File: src/arcm_pkg.sv
/*
 arcm_pkg: constants for the reference range and margining register bank.
 Assumes a 32-bit classic Wishbone slave with byte addresses, one register per word.
*/
package arcm_pkg;
	// byte addresses of the registers
	localparam logic [7:0] ADDR_OFFSET_CAL_CONFIG = 8'h20;
	localparam logic [7:0] ADDR_REFERENCE_MARGIN_CONFIG = 8'h30;
	localparam logic [7:0] ADDR_STATUS = 8'h40;
	// reset values
	localparam logic [7:0] RST_OFFSET_CAL_CONFIG = 8'h00;
	localparam logic [7:0] RST_REFERENCE_MARGIN_CONFIG = 8'h00;
	// field positions and widths
	localparam int RANGE_SEL_LSB = 0;
	localparam int RANGE_SEL_W = 3;
	localparam int TRIM_LSB = 0;
	localparam int TRIM_W = 5;
	localparam int MARGIN_EN_BIT = 5;
	// writable masks, reserved bits are zero
	localparam logic [7:0] MASK_OFFSET_CAL_CONFIG = 8'h07;
	localparam logic [7:0] MASK_REFERENCE_MARGIN_CONFIG = 8'h3f;
	// reference range selection codes
	typedef enum logic [2:0] {
		ARCM_REF_5V0 = 3'b000,
		ARCM_REF_4V5 = 3'b001,
		ARCM_REF_4V096 = 3'b010,
		ARCM_REF_3V3 = 3'b011,
		ARCM_REF_3V0 = 3'b100,
		ARCM_REF_2V5 = 3'b101
	} arcm_ref_range_t;
endpackage

File: src/arcm_range_decode.sv
/*
 arcm_range_decode: maps the 3-bit range-select code to the effective reference range.
 Assumes the code comes from a register on the same clock; purely combinational.
*/
`timescale 1ns/10ps
module arcm_range_decode (
	input wire logic [2:0] code_in,
	output arcm_pkg::arcm_ref_range_t range_out
);
	// codes above 2.5 V wrap back to the 5.0 V setting
	always_comb
	begin
		case (code_in)
			3'b001: range_out = arcm_pkg::ARCM_REF_4V5;
			3'b010: range_out = arcm_pkg::ARCM_REF_4V096;
			3'b011: range_out = arcm_pkg::ARCM_REF_3V3;
			3'b100: range_out = arcm_pkg::ARCM_REF_3V0;
			3'b101: range_out = arcm_pkg::ARCM_REF_2V5;
			default: range_out = arcm_pkg::ARCM_REF_5V0;
		endcase
	end
endmodule

File: src/arcm_regs.sv
/*
 arcm_regs: reference range select and reference margining registers, Wishbone classic slave.
 Assumes a 32-bit classic Wishbone master on ref_clk_in and a synchronous high reset.
*/
`timescale 1ns/10ps
// Functional notes
// - offset cal register bits 7:3 always read zero
// - 3-bit range select in bits 2:0, reset 0; codes 6 and 7 mean 5.0 V
// - margining register at address 30h, resets to zero
// - margining register bits 7:6 always read zero
// - bit 5 enables margining, read/write, resets to zero
// - bits 4:0 signed trim code; 0-15 raise, 16-31 lower, 16 largest down
module arcm_regs (
	input wire logic ref_clk_in,
	input wire logic sys_rst_in,
	input wire logic wb_cyc_in,
	input wire logic wb_stb_in,
	input wire logic wb_we_in,
	input wire logic [7:0] wb_adr_in,
	input wire logic [3:0] wb_sel_in,
	input wire logic [31:0] wb_dat_in,
	output logic [31:0] wb_dat_out,
	output logic wb_ack_out,
	output logic wb_err_out,
	output logic [2:0] range_code_out,
	output logic [2:0] ref_range_out,
	output logic margin_enable_out,
	output logic [4:0] buffer_trim_code_out,
	output logic trim_lower_out,
	output logic [4:0] trim_step_out
);
	logic [7:0] offset_cal_config;
	logic [7:0] reference_margin_config;
	logic [31:0] next_dat;
	logic next_ack;
	logic next_err;
	logic [7:0] next_offset_cal_config;
	logic [7:0] next_reference_margin_config;
	logic [2:0] next_ref_range;
	logic next_trim_lower;
	logic [4:0] next_trim_step;
	arcm_pkg::arcm_ref_range_t dec_range;
	logic dec_lower;
	logic [4:0] dec_step;
	logic req;
	logic hit_cal;
	logic hit_mrg;
	logic hit_stat;

	arcm_range_decode u_range (
		.code_in(offset_cal_config[2:0]),
		.range_out(dec_range)
	);

	arcm_trim_decode u_trim (
		.code_in(reference_margin_config[4:0]),
		.lower_out(dec_lower),
		.step_out(dec_step)
	);

	// new request only while no ack or err is out, so each cycle gets one ack or err
	assign req = wb_cyc_in && wb_stb_in && !wb_ack_out && !wb_err_out;
	assign hit_cal = wb_adr_in == arcm_pkg::ADDR_OFFSET_CAL_CONFIG;
	assign hit_mrg = wb_adr_in == arcm_pkg::ADDR_REFERENCE_MARGIN_CONFIG;
	assign hit_stat = wb_adr_in == arcm_pkg::ADDR_STATUS;

	// register writes; byte lane 0 only, reserved bits masked off
	always_comb
	begin
		next_offset_cal_config = offset_cal_config;
		next_reference_margin_config = reference_margin_config;
		if (req && wb_we_in && wb_sel_in[0])
		begin
			if (hit_cal)
				next_offset_cal_config = wb_dat_in[7:0] & arcm_pkg::MASK_OFFSET_CAL_CONFIG;
			if (hit_mrg)
				next_reference_margin_config =
					wb_dat_in[7:0] & arcm_pkg::MASK_REFERENCE_MARGIN_CONFIG;
		end
	end

	// bus answer: ack on mapped offsets, err on anything else
	always_comb
	begin
		next_ack = 1'b0;
		next_err = 1'b0;
		next_dat = 32'h0000_0000;
		if (req)
		begin
			if (hit_cal || hit_mrg || hit_stat)
				next_ack = 1'b1;
			else
				next_err = 1'b1;
			if (!wb_we_in)
			begin
				if (hit_cal)
					next_dat = {24'h00_0000, 5'h00, offset_cal_config[2:0]};
				else if (hit_mrg)
					next_dat = {24'h00_0000, 2'b00, reference_margin_config[5:0]};
				else if (hit_stat)
					next_dat = {24'h00_0000, dec_lower, dec_step, ref_range_out[1:0]};
			end
		end
	end

	// decoded view, registered so outputs come from flops
	always_comb
	begin
		next_ref_range = dec_range;
		next_trim_lower = dec_lower;
		next_trim_step = dec_step;
	end

	always_ff @(posedge ref_clk_in)
	begin
		if (sys_rst_in)
		begin
			offset_cal_config <= arcm_pkg::RST_OFFSET_CAL_CONFIG;
			reference_margin_config <= arcm_pkg::RST_REFERENCE_MARGIN_CONFIG;
			wb_dat_out <= 32'h0000_0000;
			wb_ack_out <= 1'b0;
			wb_err_out <= 1'b0;
			ref_range_out <= 3'h0;
			trim_lower_out <= 1'b0;
			trim_step_out <= 5'h00;
		end
		else
		begin
			offset_cal_config <= next_offset_cal_config;
			reference_margin_config <= next_reference_margin_config;
			wb_dat_out <= next_dat;
			wb_ack_out <= next_ack;
			wb_err_out <= next_err;
			ref_range_out <= next_ref_range;
			trim_lower_out <= next_trim_lower;
			trim_step_out <= next_trim_step;
		end
	end

	// raw fields straight from the register flops
	assign range_code_out = offset_cal_config[2:0];
	assign margin_enable_out = reference_margin_config[arcm_pkg::MARGIN_EN_BIT];
	assign buffer_trim_code_out = reference_margin_config[4:0];
endmodule

File: src/arcm_trim_decode.sv
/*
 arcm_trim_decode: splits the 5-bit trim code into direction and magnitude step.
 Assumes the code comes from a register on the same clock; purely combinational.
*/
`timescale 1ns/10ps
module arcm_trim_decode (
	input wire logic [4:0] code_in,
	output logic lower_out,
	output logic [4:0] step_out
);
	// upper half lowers the output; 10000b is the largest step down
	always_comb
	begin
		lower_out = code_in[4];
		if (code_in[4])
			step_out = 5'h10 - {1'b0, code_in[3:0]};
		else
			step_out = code_in;
	end
endmodule

File: config.mk
export PLATFORM = sky130hd
export DESIGN_NAME = arcm_regs
export DESIGN_NICKNAME = d
export VERILOG_FILES = /design/src/arcm_pkg.sv /design/src/arcm_range_decode.sv /design/src/arcm_regs.sv /design/src/arcm_trim_decode.sv
export SDC_FILE = /design/constraint.sdc
export NUM_CORES = 1
export LEC_CHECK = 0
export BUFFER_PORTS_ARGS = -buffer_cell sky130_fd_sc_hd__buf_4
export CAP_MARGIN = 20
export CORE_MARGIN = 1.5
export CORE_UTILIZATION = 35
export CTS_CLUSTER_DIAMETER = 120
export DETAILED_ROUTE_END_ITERATION = 8
export HOLD_SLACK_MARGIN = 0.1
export PLACE_DENSITY = 0.75
export RECOVER_POWER = 25
export SLEW_MARGIN = 0
export SYNTH_ARGS = -nofsm -noshare
export SYNTH_HDL_FRONTEND = slang
export SYNTH_SLANG_ARGS = --single-unit
File: constraint.sdc
create_clock -name ref_clk_in -period 1.2 [get_ports ref_clk_in]
set_input_delay 0.24 -clock ref_clk_in [delete_from_list [all_inputs] [get_ports ref_clk_in]]
set_output_delay 0.24 -clock ref_clk_in [all_outputs]
set_load 0.01 [all_outputs]
**Word level (Yosys, flattened, before mapping)**

Index checks and enable logic that the tools add are counted.

- Bits in registers: 52
- Bits in latches: 0
- RAM bits: 0
- Bits in read-only memories: 0
- Input port bits: 49
- Output and inout port bits: 52
- Memories kept: 0

- Add/sub/neg operators: 1
- Multipliers: 0
- Divide/modulo/power cells: 0
- $lt $le $gt $ge: 0
- Equality and inequality tests: 8
- Shift-type cells: 0
- Mux-type cells: 7
- Bitwise logic cells: 2
- Reductions and logical operators: 16

Operators by type and width:

| kind | count |
|---|---|
| $eq 8x6->1 const B | 2 |
| $pmux 3 s5 | 1 |
| $mux 6 | 2 |
| $eq 8x7->1 const B | 1 |
| $eq 3x2->1 const B | 2 |
| $eq 3x3->1 const B | 2 |
| $reduce_or 6->1 | 1 |
| $logic_and 1x1->1 | 5 |
| $mux 5 | 1 |
| $reduce_or 5->1 | 1 |
| $sub 5x4->5 const A | 1 |
| $reduce_and 2->1 | 2 |
| $reduce_or 4->1 | 1 |
| $eq 3x1->1 const B | 1 |
| $mux 3 | 1 |
| $reduce_or 3->1 | 1 |
| $logic_not 1->1 | 2 |
| $logic_or 1x1->1 | 2 |
| $mux 1 | 2 |
| $not 1->1 | 2 |
| $reduce_or 2->1 | 1 |

**Logic depth before layout (Yosys ltp)**

- Depth in word-level cells: 6
- Gate-level depth with buffers: 6

**By module**

A second synthesis with hierarchy kept.

- Cell total of the unflattened synthesis: 154
- Area, all modules: 1428.9 µm²

By module, submodules not included:

| module | instances | cells an instance | area an instance (µm²) |
|---|---|---|---|
| arcm_regs | 1 | 138 | 1317.5 |
| arcm_trim_decode | 1 | 13 | 88.8 |
| arcm_range_decode | 1 | 3 | 22.5 |

**Worst setup path before layout**

Ideal clock, no wire load.

- Path type: reg-to-reg
- From: register wb_err_out
- To: register wb_dat_out[6]
- Setup time: 0.073 ns
- Data arrival time: 1.269 ns
- Setup slack: -0.142 ns
- Stages on the path, launching flop included: 6
- Buffers on the path: 1
- Cell sequence: dfxtp_1 -> and4bb_1 -> nand2b_1 -> or3_1 -> buf_6 -> nor3_2

- Cells in the longest elaborated chain, start to end: 4

Ends and longest elaborated chain:

| what | RTL line | source |
|---|---|---|
| start: declaration | arcm_regs.sv:24 | `output logic wb_err_out,` |
| start signal: assignment | arcm_regs.sv:133 | `wb_err_out <= next_err;` |
| $logic_not 1->1 | arcm_regs.sv:62 | `assign req = wb_cyc_in && wb_stb_in && !wb_ack_out && !wb_err_out;` |
| $logic_and 1x1->1 | arcm_regs.sv:62 |  |
| $not 1->1 (no line) | n/a |  |
| $reduce_or 6->1 (no line) | n/a |  |
| end signal: assignment | arcm_regs.sv:131 | `wb_dat_out <= next_dat;` |
| end: declaration | arcm_regs.sv:22 | `output logic [31:0] wb_dat_out,` |

No other way between the ends.
A chain may end at the register's enable or synchronous reset.

**Final worst setup path**

- From: register wb_ack_out
- To: register reference_margin_config[5]

- Cells in the longest elaborated chain, start to end: 6

Ends and longest elaborated chain:

| what | RTL line | source |
|---|---|---|
| start: declaration | arcm_regs.sv:23 | `output logic wb_ack_out,` |
| start signal: assignment | arcm_regs.sv:132 | `wb_ack_out <= next_ack;` |
| $logic_not 1->1 | arcm_regs.sv:62 |  |
| $logic_and 1x1->1 (2 in series) | arcm_regs.sv:62 |  |
| $logic_and 1x1->1 (2 in series) | arcm_regs.sv:72 | `if (req && wb_we_in && wb_sel_in[0])` |
| $reduce_and 2->1 (no line) | n/a |  |
| end signal: assignment | arcm_regs.sv:119 | `reference_margin_config <= arcm_pkg::RST_REFERENCE_MARGIN_CONFIG;` |
| end signal: assignment | arcm_regs.sv:130 | `reference_margin_config <= next_reference_margin_config;` |
| end: declaration | arcm_regs.sv:33 | `logic [7:0] reference_margin_config;` |

No other way between the ends.

==> flow_metrics.py <==
metrics = {
    "outcome": {
        "run_status": "finished with violations",
        "violations": "negative setup slack",
    },
    "sta": {
        "finalWorstSetupSlack_ns": -0.1178,
        "period_share_pct": 109.8,
        "timing.final.setup_violations": 18,
        "maxClockFrequency_mhz": 758.9,
        "finalHoldViolCount": 0,
        "final_max_slew_viol_count": 0,
        "worst_clock_skew_ns": 0.005806,
        "final.hold.worst_slack_ns": 0.2002,
        "finalCriticalPeriod_ns": 1.318,
        "totalNegativeSetupSlack_ns": -1.528,
        "unrepaired_setup_endpoints_after_global_routing": "yes",
    },
    "cells_and_area": {
        "area_delta_synth_final_pct": 35.82,
        "sequential_cell_area_um2": 563.0,
        "n_fill_cell": 377,
        "num-nets-final": 249,
        "ratio_of_cells_with_drive_above_1_in_the_final_layout_pct": 38.89,
        "area_used_by_multi_input_combinational_logic_um2": 615.6,
        "antenna_diode_count": 0,
    },
    "route": {
        "vias": 1048,
        "vias_per_cell": 4.260,
        "first_pass_iters": 4,
        "drtIter0Drc": 11,
        "number_of_design_rule_violations_left_after_detail_routing": 0,
        "wl_per_cell_um": 11.02,
        "wl_um": 2710,
        "ant_nets": 0,
    },
    "synthesis": {
        "syn-mean-instance-area_um2": 9.291,
        "muxShareOfSynthArea_pct": 9.169,
        "synth_top_area_share_pct": 42.79,
        "post_synth_fa_ha_maj_area_fraction_pct": 0.9551,
        "synth_flop_cell": "sky130_fd_sc_hd__dfxtp_1",
        "ys_seq_elements": 28,
        "synth_simple_gate_area_share_pct": 21.78,
        "synth_cell_type_count": 34,
        "yosys_warnings": 0,
        "proportion_of_synthesized_chip_area_in_sequential_cells_pct": 42.79,
        "postSynth.asyncResetShare_pct": 0,
        "netlist_instances": 141,
        "dominant_combinational_cell_family_by_area_after_synthesis": "simple AND/OR/NAND/NOR gates",
        "post_synth_xor_area_fraction_pct": 1.337,
        "synth_top_cells_by_count": "sky130_fd_sc_hd__buf_4 (28), sky130_fd_sc_hd__dfxtp_1 (28), sky130_fd_sc_hd__nor2_1 (25)",
        "synth_top_area_cell": "sky130_fd_sc_hd__dfxtp_1",
        "post_synth_instance_area_um2": 1310,
        "fraction_of_the_mapped_netlist_area_in_compound_gates_pct": 4.680,
        "synth.top_cells.by_area": "sky130_fd_sc_hd__dfxtp_1 (43%), sky130_fd_sc_hd__buf_4 (16%), sky130_fd_sc_hd__mux2i_1 (9.2%)",
        "synth_edf_count": 0,
    },
    "clocking": {
        "worst_case_clock_buffer_depth": 2,
        "cts-htree-levels": 1,
        "worst_skew_pair.late_latency_ns": 0.27,
        "worst_setup_hold_path_clk_slew_ns": 0.09,
        "cts_root_buffer": "sky130_fd_sc_hd__clkbuf_8",
        "cts_buffers": 3,
        "tritoncts_num_sinks": 28,
        "tritoncts": "yes",
    },
    "setup_path": {
        "endpoint_type_of_the_worst_setup_path": "flip-flop",
        "worst_setup_sp_type": "flip-flop",
        "worst_r2r_startpoint": "wb_ack_out$_SDFF_PP0_",
        "cp_data_required_time_ns": 1.37,
        "critical-path-slowest-cell": "sky130_fd_sc_hd__dfxtp_2",
        "criticalPathCategory": "flip-flop to flip-flop",
        "timing.critical_path.from": "wb_ack_out$_SDFF_PP0_",
        "path_cells": "and4bb_2, and4_4, mux2i_1, nor2_1",
        "r2r_end": "reference_margin_config[5]$_SDFFE_PP0P_",
        "critical_path_arrival_ns": 1.48,
        "slowest_delay_ns": 0.32,
        "slack_of_the_worst_reg_to_reg_path_ns": -0.12,
        "r2r_cells": 4,
        "worst-path-max-fanout": 6,
        "crit_end": "reference_margin_config[5]$_SDFFE_PP0P_",
    },
    "pwr": {
        "total_power_mw": 1.813,
        "power.density_nw_per_um2": 1019,
        "peak_ir_drop_on_the_vdd_network_uv": 400.2,
        "p_leak_nw": 0.8221,
    },
    "global_routing": {
        "grt_pass1_vias": 1023,
        "antenna_found_initial": 0,
        "grt_max_degree": 18,
        "grt-ovfl-total": 0,
        "global_route_wire_length_before_repair_um": 4347,
        "track_usage_pct": 13.44,
    },
    "placed_design": {
        "numPortBuffers": 47,
        "place.detailed.hpwl_um": 2082,
        "gp_routability_congestion": 0.7380,
    },
    "floorplanning": {
        "die_area_um2": 4119,
        "rows": 22,
        "floorplan.initialDensity_pct": 36.05,
        "die-height_um": 64.18,
        "fp.dieW_um": 64.18,
        "ios": 101,
        "coreArea_um2": 3633,
    },
    "flow_run": {
        "max-cap-violations": 0,
    },
    "hold_path": {
        "timing.hold.worst.class": "primary input to flip-flop",
    },
}
## worst min path at each step
stage                                 startpoint                                 endpoint  slack (ns)  depth (start not counted)
3_3_place_gp   offset_cal_config[0]$_SDFFE_PP0P_              ref_range_out[0]$_SDFF_PP0_        0.48                          2
3_5_place_dp   offset_cal_config[0]$_SDFFE_PP0P_              ref_range_out[0]$_SDFF_PP0_        0.49                          2
6_report                            wb_dat_in[4]  reference_margin_config[4]$_SDFFE_PP0P_        0.20                          3
5_1_grt                             wb_dat_in[4]  reference_margin_config[4]$_SDFFE_PP0P_        0.21                          3
2_1_floorplan                       wb_dat_in[0]        offset_cal_config[0]$_SDFFE_PP0P_        0.39                          2
4_1_cts                             wb_dat_in[3]  reference_margin_config[3]$_SDFFE_PP0P_        0.21                          3
## timing repair
item / 4_1_cts / 5_1_grt
buffers inserted: 1 / 0
setup endpoints to repair: 18 / 21
resized for setup: 4 / 9
gates cloned: 0 / 0
endpoints found under the hold margin: 0 / 0
pin swaps: 3 / 4
hold buffers: 0 / 0
## power by group
group	switching [mW]	internal [mW]
clock network	0.281	0.447
registers	0.000709	0.930
logic	0.0819	0.0734
## cells by family (layout without fill, tap and decap cells)
family          count (synthesis)  count (layout)
simple gates                   52              52
buf+inv                        35              69
flops                          28              28
mux                            12              12
compound gates                 10              10
xor+xnor                        2               2
fa+ha+maj                       1               1
other cells                     1              24
## critical path: cells and delay by family (launching register included)
| family | cells | cell delay (ns) |
|---|---|---|
| flip-flops | 1 | 0.32 |
| AND/OR/NAND/NOR | 3 | 0.69 |
| multiplexers | 1 | 0.20 |
## layer usage
| layer | part of all wire, % | global-route usage [%] | wire, um | up-vias |
|---|---|---|---|---|
| met1 | 41 | 15.16 | 1123 | 473 |
| met2 | 51 | 25.00 | 1379 | 48 |
| met4 | 1.7 | 5.585 | 47 | 0 |
| met5 | 0 | 0 | 0 | - |
| met3 | 5.9 | 1.937 | 159 | 5 |
| li1 | - | - | - | 522 |
## per-stage QoR
step | area, um^2 | worst slack (ns) | std cells | utilization (%)
final | 1779 | -0.1178 | 246 | 48.97
after global routing | 1779 | -0.1785 | 246 | 48.97
after CTS | 1778 | -0.1263 | 247 | 48.93
after detailed placement | 1709 | -0.2050 | 243 | 47.04
after global placement | 1709 | -0.1788 | 243 | 47.04
after floorplan | 1401 | -0.1303 | 164 | -
## state kept, by name, indices dropped and copies added, names as in the netlist
signal / flops
wb_err_out: 1
wb_ack_out: 1
offset_cal_config: 3
trim_step_out: 5
reference_margin_config: 6
wb_dat_out: 8
trim_lower_out: 1
ref_range_out: 3
## area by class of cell
type                            instances  area share, %
Clock buffer                            3          2.321
Timing Repair Buffer                   63          25.95
Sequential cell                        28          31.65
Inverter                                2         0.4219
Multi-Input combinational cell        101          34.60
Tap cell                               48          3.376
Clock inverter                          1          1.688
## cells in the final DEF (no fill, tap or decap), types with 2 or more instances in the layout
master	synthesis	layout
sky130_fd_sc_hd__buf_4	28	58
sky130_fd_sc_hd__dfxtp_1	28	26
sky130_fd_sc_hd__conb_1	1	24
sky130_fd_sc_hd__nor2_1	25	23
sky130_fd_sc_hd__mux2i_1	12	12
sky130_fd_sc_hd__a21oi_1	5	5
sky130_fd_sc_hd__nand2_1	4	4
sky130_fd_sc_hd__clkbuf_1	2	4
sky130_fd_sc_hd__nand2b_1	4	3
sky130_fd_sc_hd__nor2b_1	3	3
sky130_fd_sc_hd__clkbuf_8	0	3
sky130_fd_sc_hd__inv_1	2	2
sky130_fd_sc_hd__nor3_2	2	2
sky130_fd_sc_hd__nor3b_1	2	2
sky130_fd_sc_hd__a22oi_1	2	2
sky130_fd_sc_hd__nor2_2	0	2
sky130_fd_sc_hd__dfxtp_2	0	2
No activity file was read; power rests on OpenSTA's default activity.
